<file path="src/hdl/cfc_consts.svh">
// Purpose: offsets, field positions, reset values and scale constants
// Assumes: included by bare name from every design file that needs it
// Notes: currents are held in whole milliamps, voltages in millivolts
`ifndef CFC_CONSTS_SVH
`define CFC_CONSTS_SVH

// ---------------------------------------------------------------------
// register offsets
// ---------------------------------------------------------------------
`define CFC_OFS_TS 8'h02
`define CFC_OFS_FC 8'h03

// ---------------------------------------------------------------------
// reset values (status bits of the temperature register read live)
// ---------------------------------------------------------------------
`define CFC_TS_RST 8'h88
`define CFC_FC_RST 8'h18

// ---------------------------------------------------------------------
// field positions
// ---------------------------------------------------------------------
`define CFC_THERMISTOR_SENSE_ENABLE_BIT 7
`define CFC_INT_SEL_BIT 3
`define CFC_WAKE_M_BIT 2
`define CFC_RESET_M_BIT 1
`define CFC_TIMER_M_BIT 0
`define CFC_RANGE_BIT 7
`define CFC_CE_BIT 1
`define CFC_HZ_BIT 0

// ---------------------------------------------------------------------
// temperature zone codes
// ---------------------------------------------------------------------
`define CFC_TZ_NORMAL 2'h0
`define CFC_TZ_COLD_HOT 2'h1
`define CFC_TZ_COOL 2'h2
`define CFC_TZ_WARM 2'h3

// ---------------------------------------------------------------------
// charge current scale, milliamps; resistor code; warm drop in millivolts
// ---------------------------------------------------------------------
`define CFC_LO_BASE 9'h005
`define CFC_LO_MAX 9'h023
`define CFC_HI_BASE 9'h028
`define CFC_HI_STEP 9'h00a
`define CFC_HI_MAX 9'h12c
`define CFC_EXT_CODE 4'hf
`define CFC_WARM_DROP_MV 8'h8c

// ---------------------------------------------------------------------
// serial target address (arbitrary value)
// ---------------------------------------------------------------------
`define CFC_DEV_ADDR 7'h35

`endif

</file>
<file path="src/hdl/cfc_pkg.sv">
// Purpose: shared types of the charger control registers
// Assumes: constants live in cfc_consts.svh
// Notes: state codes are one-hot
package cfc_pkg;

    // serial target byte engine states
    typedef enum logic [6:0] {
        CFC_IDLE  = 7'h01,
        CFC_ADDR  = 7'h02,
        CFC_ACK_A = 7'h04,
        CFC_WDATA = 7'h08,
        CFC_ACK_W = 7'h10,
        CFC_RDATA = 7'h20,
        CFC_ACK_R = 7'h40
    } cfc_i2c_st_e;

    // current in milliamps
    typedef logic [8:0] cfc_ma_t;

endpackage

</file>
<file path="src/hdl/cfc_i2c_target.sv">
// Purpose: byte-level serial target that moves register reads and writes
// Assumes: scl and sda already synchronous to clk_in
// Notes: first written byte sets the pointer, which auto-increments
`timescale 1ns/1ps
`include "cfc_consts.svh"
module cfc_i2c_target
    import cfc_pkg::*;
(
    // clock and reset
    input wire logic clk_in,
    input wire logic rst_in,
    // serial pins
    input wire logic scl_in,
    input wire logic sda_in,
    output logic sda_out,
    output logic sda_oe_out,
    // register side
    output logic [7:0] reg_addr_out,
    output logic wr_en_out,
    output logic [7:0] wr_data_out,
    input wire logic [7:0] rd_data_in
);
    cfc_i2c_st_e st_q;
    logic scl_q, sda_q;      // previous pin levels
    logic [7:0] sh_q;        // shift register
    logic [3:0] cnt_q;       // bits seen in this byte
    logic rw_q;              // 1 when the host reads
    logic first_q;           // next written byte is the pointer
    logic rise, fall, start, stop;

    assign rise = scl_in & ~scl_q;
    assign fall = ~scl_in & scl_q;
    assign start = scl_in & scl_q & sda_q & ~sda_in;
    assign stop = scl_in & scl_q & ~sda_q & sda_in;

    // ---------------------------------------------------------------
    // pin history
    // ---------------------------------------------------------------
    always_ff @(posedge clk_in) begin
        if (rst_in) begin
            scl_q <= 1'b1;
            sda_q <= 1'b1;
        end else begin
            scl_q <= scl_in;
            sda_q <= sda_in;
        end
    end

    // ---------------------------------------------------------------
    // byte engine
    // ---------------------------------------------------------------
    // start and stop win over bit activity so a broken frame resyncs
    always_ff @(posedge clk_in) begin
        if (rst_in) begin
            st_q <= CFC_IDLE;
            sh_q <= 8'h00;
            cnt_q <= 4'h0;
            rw_q <= 1'b0;
            first_q <= 1'b0;
            sda_oe_out <= 1'b0;
            reg_addr_out <= 8'h00;
            wr_en_out <= 1'b0;
            wr_data_out <= 8'h00;
        end else begin
            wr_en_out <= 1'b0;
            if (start) begin
                st_q <= CFC_ADDR;
                cnt_q <= 4'h0;
                first_q <= 1'b1;
                sda_oe_out <= 1'b0;
            end else if (stop) begin
                st_q <= CFC_IDLE;
                sda_oe_out <= 1'b0;
            end else begin
                case (st_q)
                    CFC_ADDR, CFC_WDATA: begin
                        if (rise) begin
                            sh_q <= {sh_q[6:0], sda_in};
                            cnt_q <= cnt_q + 4'h1;
                        end else if (fall && cnt_q == 4'h8) begin
                            cnt_q <= 4'h0;
                            if (st_q == CFC_ADDR) begin
                                // answer only our own address
                                if (sh_q[7:1] == `CFC_DEV_ADDR) begin
                                    rw_q <= sh_q[0];
                                    st_q <= CFC_ACK_A;
                                    sda_oe_out <= 1'b1;
                                end else begin
                                    st_q <= CFC_IDLE;
                                end
                            end else begin
                                st_q <= CFC_ACK_W;
                                sda_oe_out <= 1'b1;
                                if (first_q) begin
                                    reg_addr_out <= sh_q;
                                    first_q <= 1'b0;
                                end else begin
                                    wr_en_out <= 1'b1;
                                    wr_data_out <= sh_q;
                                end
                            end
                        end
                    end
                    CFC_ACK_A: begin
                        if (fall) begin
                            if (rw_q) begin
                                st_q <= CFC_RDATA;
                                sh_q <= rd_data_in;
                                sda_oe_out <= ~rd_data_in[7];
                            end else begin
                                st_q <= CFC_WDATA;
                                sda_oe_out <= 1'b0;
                            end
                        end
                    end
                    CFC_ACK_W: begin
                        // pointer moves the clock after a data strobe, so
                        // the write still lands on the old pointer; the
                        // pointer byte itself never moves it
                        if (wr_en_out) begin
                            reg_addr_out <= reg_addr_out + 8'h01;
                        end
                        if (fall) begin
                            st_q <= CFC_WDATA;
                            sda_oe_out <= 1'b0;
                        end
                    end
                    CFC_RDATA: begin
                        if (rise) begin
                            cnt_q <= cnt_q + 4'h1;
                        end else if (fall) begin
                            if (cnt_q == 4'h8) begin
                                st_q <= CFC_ACK_R;
                                sda_oe_out <= 1'b0;
                                reg_addr_out <= reg_addr_out + 8'h01;
                            end else begin
                                sh_q <= {sh_q[6:0], 1'b0};
                                sda_oe_out <= ~sh_q[6];
                            end
                        end
                    end
                    CFC_ACK_R: begin
                        // host nack ends the read burst
                        if (rise && sda_in) begin
                            st_q <= CFC_IDLE;
                        end else if (fall) begin
                            st_q <= CFC_RDATA;
                            cnt_q <= 4'h0;
                            sh_q <= rd_data_in;
                            sda_oe_out <= ~rd_data_in[7];
                        end
                    end
                    default: begin
                        st_q <= CFC_IDLE;
                    end
                endcase
            end
        end
    end

    // ---------------------------------------------------------------
    // open-drain data pin only ever pulls low
    // ---------------------------------------------------------------
    always_ff @(posedge clk_in) begin
        sda_out <= 1'b0;
    end

endmodule

</file>
<file path="src/hdl/cfc_charger_regs.sv">
// Purpose: temperature control and fast-charge control registers
// Assumes: analog side reports the zone code and event pulses
// Notes: every output is registered, so settings follow a write by
//        one more clock
`timescale 1ns/1ps
`include "cfc_consts.svh"

// Summary of operation
// - bit 7 enables thermistor sensing
// - fault code 00 normal, 01 suspend, 10 cool
// - code 11 warm, regulation drops 140 mV
// - bit 3 adds charge status to interrupt
// - bit 2 masks push-button wake interrupt
// - bit 1 masks reset interrupt, not pin
// - bit 0 masks safety-timer fault interrupt
// - fast-charge register resets to 0x18, read/write
// - low range: 5 mA plus code mA
// - high range: 40 mA plus code times 10
// - code bits weigh 16..1 or 160..10 mA
// - over-range codes clamp to 35 or 300 mA
// - lower code bits all ones selects resistor
// - fast-charge bit 1 disables the charger
// - fast-charge bit 0 selects high impedance
// - resistor pin may override default current
// - temperature register resets to 1xx0 1000
module cfc_charger_regs
    import cfc_pkg::*;
(
    // clock and reset
    input wire logic clk_in,
    input wire logic rst_in,
    // serial pins
    input wire logic scl_in,
    input wire logic sda_in,
    output logic sda_out,
    output logic sda_oe_out,
    // analog and event inputs
    input wire logic [1:0] temp_zone_in,
    input wire logic [8:0] ext_ma_in,
    input wire logic charge_set_resistor_pin_in,
    input wire logic fault_evt_in,
    input wire logic status_evt_in,
    input wire logic wake_evt_in,
    input wire logic pb_reset_evt_in,
    input wire logic timer_fault_evt_in,
    input wire logic pushbutton_input,
    // control outputs
    output logic thermistor_sense_enable_out,
    output logic current_halve_out,
    output logic charge_suspend_out,
    output logic [7:0] vreg_drop_mv_out,
    output logic [8:0] charge_ma_out,
    output logic ext_sel_out,
    output logic charger_disable_out,
    output logic high_z_select_out,
    output logic int_out,
    output logic reset_pin_out
);
    // ---------------------------------------------------------------
    // storage and bus signals
    // ---------------------------------------------------------------
    logic [7:0] ts_q;        // only bits 7 and 3..0 are stored
    logic [7:0] fc_q;        // fast-charge control, all bits stored
    logic [7:0] reg_addr;    // pointer from the serial target
    logic wr_en;             // one-cycle write strobe
    logic [7:0] wr_data;     // written byte
    logic [7:0] rd_data;     // read mux into the serial target
    logic [1:0] zone;        // zone code seen by software
    logic ext_sel;           // resistor current in use
    cfc_ma_t reg_ma;         // current from the register code
    logic [4:0] code;        // five-bit charge code

    assign code = fc_q[6:2];

    // ---------------------------------------------------------------
    // serial target
    // ---------------------------------------------------------------
    cfc_i2c_target u_i2c (
        .clk_in(clk_in),
        .rst_in(rst_in),
        .scl_in(scl_in),
        .sda_in(sda_in),
        .sda_out(sda_out),
        .sda_oe_out(sda_oe_out),
        .reg_addr_out(reg_addr),
        .wr_en_out(wr_en),
        .wr_data_out(wr_data),
        .rd_data_in(rd_data)
    );

    // ---------------------------------------------------------------
    // current from range and code
    // ---------------------------------------------------------------
    // the sum is built at 9 bits so 40 + 31*10 never wraps
    function automatic cfc_ma_t calc_ma(input logic hi,
                                        input logic [4:0] c);
        cfc_ma_t w;
        w = {4'h0, c};
        if (hi) begin
            w = `CFC_HI_BASE + w * `CFC_HI_STEP;
            if (w > `CFC_HI_MAX) begin
                w = `CFC_HI_MAX;
            end
        end else begin
            w = `CFC_LO_BASE + w;
            if (w > `CFC_LO_MAX) begin
                w = `CFC_LO_MAX;
            end
        end
        return w;
    endfunction

    // ---------------------------------------------------------------
    // temperature control register
    // ---------------------------------------------------------------
    always_ff @(posedge clk_in) begin
        if (rst_in) begin
            ts_q <= `CFC_TS_RST;
        end else if (wr_en && reg_addr == `CFC_OFS_TS) begin
            ts_q <= {wr_data[7], 3'h0, wr_data[3:0]};
        end
    end

    // ---------------------------------------------------------------
    // fast-charge control register
    // ---------------------------------------------------------------
    always_ff @(posedge clk_in) begin
        if (rst_in) begin
            fc_q <= `CFC_FC_RST;
        end else if (wr_en && reg_addr == `CFC_OFS_FC) begin
            fc_q <= wr_data;
        end
    end

    // ---------------------------------------------------------------
    // read mux
    // ---------------------------------------------------------------
    // with sensing off no zone is judged, so the code reads normal
    always_comb begin
        zone = ts_q[`CFC_THERMISTOR_SENSE_ENABLE_BIT] ? temp_zone_in : `CFC_TZ_NORMAL;
        case (reg_addr)
            `CFC_OFS_TS: rd_data = {ts_q[7], zone, 1'b0, ts_q[3:0]};
            `CFC_OFS_FC: rd_data = fc_q;
            default: rd_data = 8'h00;
        endcase
    end

    // ---------------------------------------------------------------
    // current selection
    // ---------------------------------------------------------------
    always_comb begin
        reg_ma = calc_ma(fc_q[`CFC_RANGE_BIT], code);
        ext_sel = (code[3:0] == `CFC_EXT_CODE) ||
                  (charge_set_resistor_pin_in && fc_q == `CFC_FC_RST);
    end

    // ---------------------------------------------------------------
    // charge outputs
    // ---------------------------------------------------------------
    always_ff @(posedge clk_in) begin
        if (rst_in) begin
            charge_ma_out <= 9'h000;
            ext_sel_out <= 1'b0;
            charger_disable_out <= 1'b0;
            high_z_select_out <= 1'b0;
        end else begin
            ext_sel_out <= ext_sel;
            charge_ma_out <= ext_sel ? ext_ma_in : reg_ma;
            charger_disable_out <= fc_q[`CFC_CE_BIT];
            high_z_select_out <= fc_q[`CFC_HZ_BIT];
        end
    end

    // ---------------------------------------------------------------
    // temperature outputs
    // ---------------------------------------------------------------
    always_ff @(posedge clk_in) begin
        if (rst_in) begin
            thermistor_sense_enable_out <= 1'b1;
            current_halve_out <= 1'b0;
            charge_suspend_out <= 1'b0;
            vreg_drop_mv_out <= 8'h00;
        end else begin
            thermistor_sense_enable_out <= ts_q[`CFC_THERMISTOR_SENSE_ENABLE_BIT];
            charge_suspend_out <= (zone == `CFC_TZ_COLD_HOT);
            current_halve_out <= (zone == `CFC_TZ_COOL);
            vreg_drop_mv_out <= (zone == `CFC_TZ_WARM) ?
                                `CFC_WARM_DROP_MV : 8'h00;
        end
    end

    // ---------------------------------------------------------------
    // interrupt and reset pin
    // ---------------------------------------------------------------
    // events are pulses; int_out is a one-cycle pulse per enabled event, reset_pin_out also stays high while the push-button is held
    always_ff @(posedge clk_in) begin
        if (rst_in) begin
            int_out <= 1'b0;
            reset_pin_out <= 1'b0;
        end else begin
            int_out <= fault_evt_in |
                (ts_q[`CFC_INT_SEL_BIT] & status_evt_in) |
                (~ts_q[`CFC_WAKE_M_BIT] & wake_evt_in) |
                (~ts_q[`CFC_RESET_M_BIT] & pb_reset_evt_in) |
                (~ts_q[`CFC_TIMER_M_BIT] & timer_fault_evt_in);
            reset_pin_out <= pb_reset_evt_in | ~pushbutton_input;
        end
    end
endmodule

</file>
<file path="config.mk">
export PLATFORM = sky130hd
export DESIGN_NAME = cfc_charger_regs
export DESIGN_NICKNAME = d
export VERILOG_FILES = /design/src/hdl/cfc_pkg.sv /design/src/hdl/cfc_i2c_target.sv /design/src/hdl/cfc_charger_regs.sv
export VERILOG_INCLUDE_DIRS = /design/src /design/src/hdl
export SDC_FILE = /design/constraint.sdc
export NUM_CORES = 1
export LEC_CHECK = 0
export BUFFER_PORTS_ARGS = -buffer_cell sky130_fd_sc_hd__buf_4
export CAP_MARGIN = 20
export CORE_ASPECT_RATIO = 2
export CORE_MARGIN = 4
export CORE_UTILIZATION = 45
export CTS_BUF_LIST = sky130_fd_sc_hd__clkbuf_4 sky130_fd_sc_hd__clkbuf_8
export DETAILED_ROUTE_END_ITERATION = 8
export HOLD_SLACK_MARGIN = 0.1
export PLACE_DENSITY = 0.76
export SLEW_MARGIN = 20
export SYNTH_ARGS = -nofsm -noshare
export SYNTH_HDL_FRONTEND = slang
export SYNTH_SLANG_ARGS = --single-unit
</file>
<file path="constraint.sdc">
create_clock -name clk_in -period 2.6 [get_ports clk_in]
set_clock_uncertainty 0.15 [all_clocks]
set_input_delay 0.52 -clock clk_in [delete_from_list [all_inputs] [get_ports clk_in]]
set_output_delay 0.52 -clock clk_in [all_outputs]
set_load 0.01 [all_outputs]
</file>
==> results.md <==
* Status: finished with violations
* Failing checks: setup timing
* Worst reg-to-reg path cell count at 9
* HP Start: pushbutton_input
* Max IR drop VDD at 0.270 mV
* Reg area at 1450 um^2
* Cell taking the most area after synthesis: dfxtp_1
* Yosys top cell area share at 33.9%
* Area Overhead vs Synth at 21.8%
* Final TNS setup at -0.237 ns
* WL per Instance at 18.2 um
* Largest cells by area after synthesis: dfxtp_1 34%, nand2_1 5.3%, a21oi_1 5.2%
* Ys Warns at 0
* RSZ-0062 raised after global routing: true
* Gp weighted congestion at 0.945
* First-pass GRT wire length at 20.4 mm
* Startpoint types: register
* Final min period at 2.65 ns
* Final Slew Violations at 0
* Ant. Diodes at 0
* Grt ovf at 0
* Vias/cell at 6.07
* Largest net degree at the start of global routing at 57
* Worst Max-Slew Pin Slew at 0.669 ns
* Drt total wl at 12.8 mm
* Die ar. at 11200 um^2
* Most frequent cell after synthesis: dfxtp_1
* Post-synth ARST share at 0%
* Fmax at 377 MHz
* Synth cell count leaders: 72 x dfxtp_1, 60 x nand2_1, 46 x nor2_1, 44 x a21oi_1, 33 x nand3_1
* Final Cycle Share at 102%
* Die Wd at 76.8 um
* Clock Latency Late Sink at 0.35 ns
* Nets@finish at 631
* Synthesized area per cell at 7.99 um^2
* Top FF cell, synth: dfxtp_1
* Clock-pin slew on the worst setup and hold paths at 0.08 ns
* Critical Path Sink Type: register
* GRT Overall Usage at 22.6%
* Fill cells at 866
* Layout cells sized above 1 at 23.0%
* CP Max Fanout at 4
* Initial Utilization at 45.7%
* Worst hold endpoint: reset_pin_out
* Mapped cell area at 4260 um^2
* Placed insts at 686
* R2r endpoint: charge_ma_out[5]
* DRT iter0 DRCs at 247
* # IOs at 49
* Number of flops mapped to enable cells by yosys at 0
* CTS Root Cell: clkbuf_8
* Input/output buffers at 42
* Pleak at 2.00 nW
* Die outline height at 146 um
* WS Path Type: register to register
* Pwr dens at 438 nW/um^2
* Number of distinct library cells after synthesis at 71
* Hold Violations, Final at 0
* Cells after synthesis at 533
* MaxCap Viol Count at 0
* Vias in the first global route at 4244
* Finish-stage setup viols at 5
* WP data arrival at 2.75 ns
* Required @ worst endpoint at 2.70 ns
* Register area share after synthesis at 33.9%
* Design Power at 2.27 mW
* DRT antenna net count at 0
* DRC at 0
* # rows at 50
* CTS tree: built
* Detailed Place HPWL at 9.82 mm
* Synthesis-stage register bit count at 72
* Final worst setup slack at -0.0540 ns
* Slew HR at 55.1%
* H-tree depth at 3
* Initial antenna violation count at 0
* CTS Buffer Depth at 2
* Sink Count at 72
* Core Region at 9320 um^2
* CTS Buf Count at 9
* Min-delay worst type: primary input to register
* Multi-input gate area at 2670 um^2
* Worst hold path depth at 2
* Non-Filler Instances at 703
* First-pass detailed-route iteration total at 8
* RR Startpoint: fc_q[3]
* Worst reg2reg setup slack at -0.05 ns
* Vias post-DR at 4265
## repair_timing
item                                    4_1_cts  5_1_grt
resized for setup                             5       11
gates cloned                                  0        0
setup buffers                                 0        1
endpoints found under the setup margin       10       11
hold buffers                                  0        0
pin swaps                                     4        2
## area by class of cell
type	instances	area share [%]
multi-input cells	410	51.6
flip-flops and latches	72	27.9
repair buffers	85	12.6
clock buffers	10	2.66
well taps	104	2.51
clock inverters	6	1.59
inverters	16	1.16
## sequential cells by signal, summed over array words and instances (netlist names)
signal,flops
charge_ma_out,9
charge_suspend_out,1
charger_disable_out,1
current_halve_out,1
ext_sel_out,1
fc_q,8
high_z_select_out,1
int_out,1
reset_pin_out,1
thermistor_sense_enable_out,1
ts_q,5
u_i2c.cnt_q,4
u_i2c.first_q,1
u_i2c.reg_addr_out,8
u_i2c.rw_q,1
u_i2c.scl_q,1
u_i2c.sda_oe_out,1
u_i2c.sda_q,1
u_i2c.sh_q,8
u_i2c.st_q,7
u_i2c.wr_data_out,8
u_i2c.wr_en_out,1
vreg_drop_mv_out,1
## cells by family (layout without fill, tap and decap cells)
logic type / after synthesis / after routing / synth area share, %
AND/OR/NAND/NOR: 223 / 223 / 26.9
AO/OA/AOI/OAI: 137 / 137 / 21.6
flip-flops: 72 / 72 / 33.9
buffers and inverters: 56 / 117 / 6.44
multiplexers: 18 / 18 / 4.32
adder cells (fa/ha/maj): 15 / 15 / 4.59
XOR/XNOR: 11 / 11 / 2.26
other: 1 / 6 / 0.0881
## through the flow
step           instance area [um^2]  hold WS [ns]  setup WS (ns)  utilization (%)
2_1_floorplan                  4320         0.293         0.0111                -
3_3_place_gp                   4880         0.317        -0.0555             52.3
3_5_place_dp                   4880         0.323         -0.201             52.3
4_1_cts                        5130         0.189        -0.0496             55.0
5_1_grt                        5180         0.194         -0.133             55.6
6_report                       5180         0.202        -0.0540             55.6
## cell usage in the layout, fill, tap and decap left out, drive strengths merged, types with 5 or more instances in the layout
master | synthesis | routed
clkbuf | 20 | 10
nand3 | 33 | 33
o211ai | 6 | 6
a22oi | 5 | 5
nor2 | 47 | 47
a211o | 7 | 7
nor4 | 11 | 11
nand2 | 60 | 60
dfxtp | 72 | 72
a31oi | 9 | 9
or3 | 7 | 7
mux2i | 15 | 15
a211oi | 6 | 6
nor2b | 11 | 11
conb | 1 | 6
nand2b | 10 | 10
nor3 | 11 | 11
xnor2 | 7 | 7
or2 | 6 | 6
inv | 15 | 15
o21ai | 24 | 24
and2 | 5 | 5
and3 | 5 | 5
a21oi | 44 | 44
ha | 14 | 14
buf | 20 | 85
## worst max-delay path by stage
stage | startpoint | endpoint | slack, ns | depth (start not counted)
2_1_floorplan | fc_q[3] | charge_ma_out[4] | 0.01 | 9
3_3_place_gp | scl_in | u_i2c.reg_addr_out[3] | -0.06 | 7
3_5_place_dp | scl_in | u_i2c.reg_addr_out[4] | -0.20 | 7
4_1_cts | fc_q[3] | charge_ma_out[4] | -0.05 | 9
5_1_grt | fc_q[3] | charge_ma_out[4] | -0.13 | 9
6_report | fc_q[3] | charge_ma_out[5] | -0.05 | 9
## where the power goes
group | internal, mW | leakage, nW | switching (mW) | total, mW
registers | 1.12 | 0.584 | 0.00956 | 1.13
logic | 0.0691 | 1.30 | 0.0883 | 0.157
clock network | 0.561 | 0.112 | 0.427 | 0.989
total | 1.75 | 2.00 | 0.525 | 2.27
## worst max-delay path: stages (launching register included)
cell and delay [ns]:
dfxtp_4 0.35, ha_4 0.24, ha_4 0.16, fa_2 0.58, a21oi_4 0.06, or2_4 0.25, o221ai_1 0.16, o221a_2 0.26
nand3_1 0.12, a32o_1 0.22
## per-layer routing
| metal | up-vias | track usage [%] | share of wire, % |
|---|---|---|---|
| met3 | 64 | 3.28 | 3.3 |
| li1 | 2030 | - | - |
| met2 | 141 | 43.3 | 57 |
| met1 | 2030 | 21.0 | 33 |
| met5 | - | 0 | 0 |
| met4 | 0 | 16.0 | 6.8 |
(Power assumes the default switching activity.)
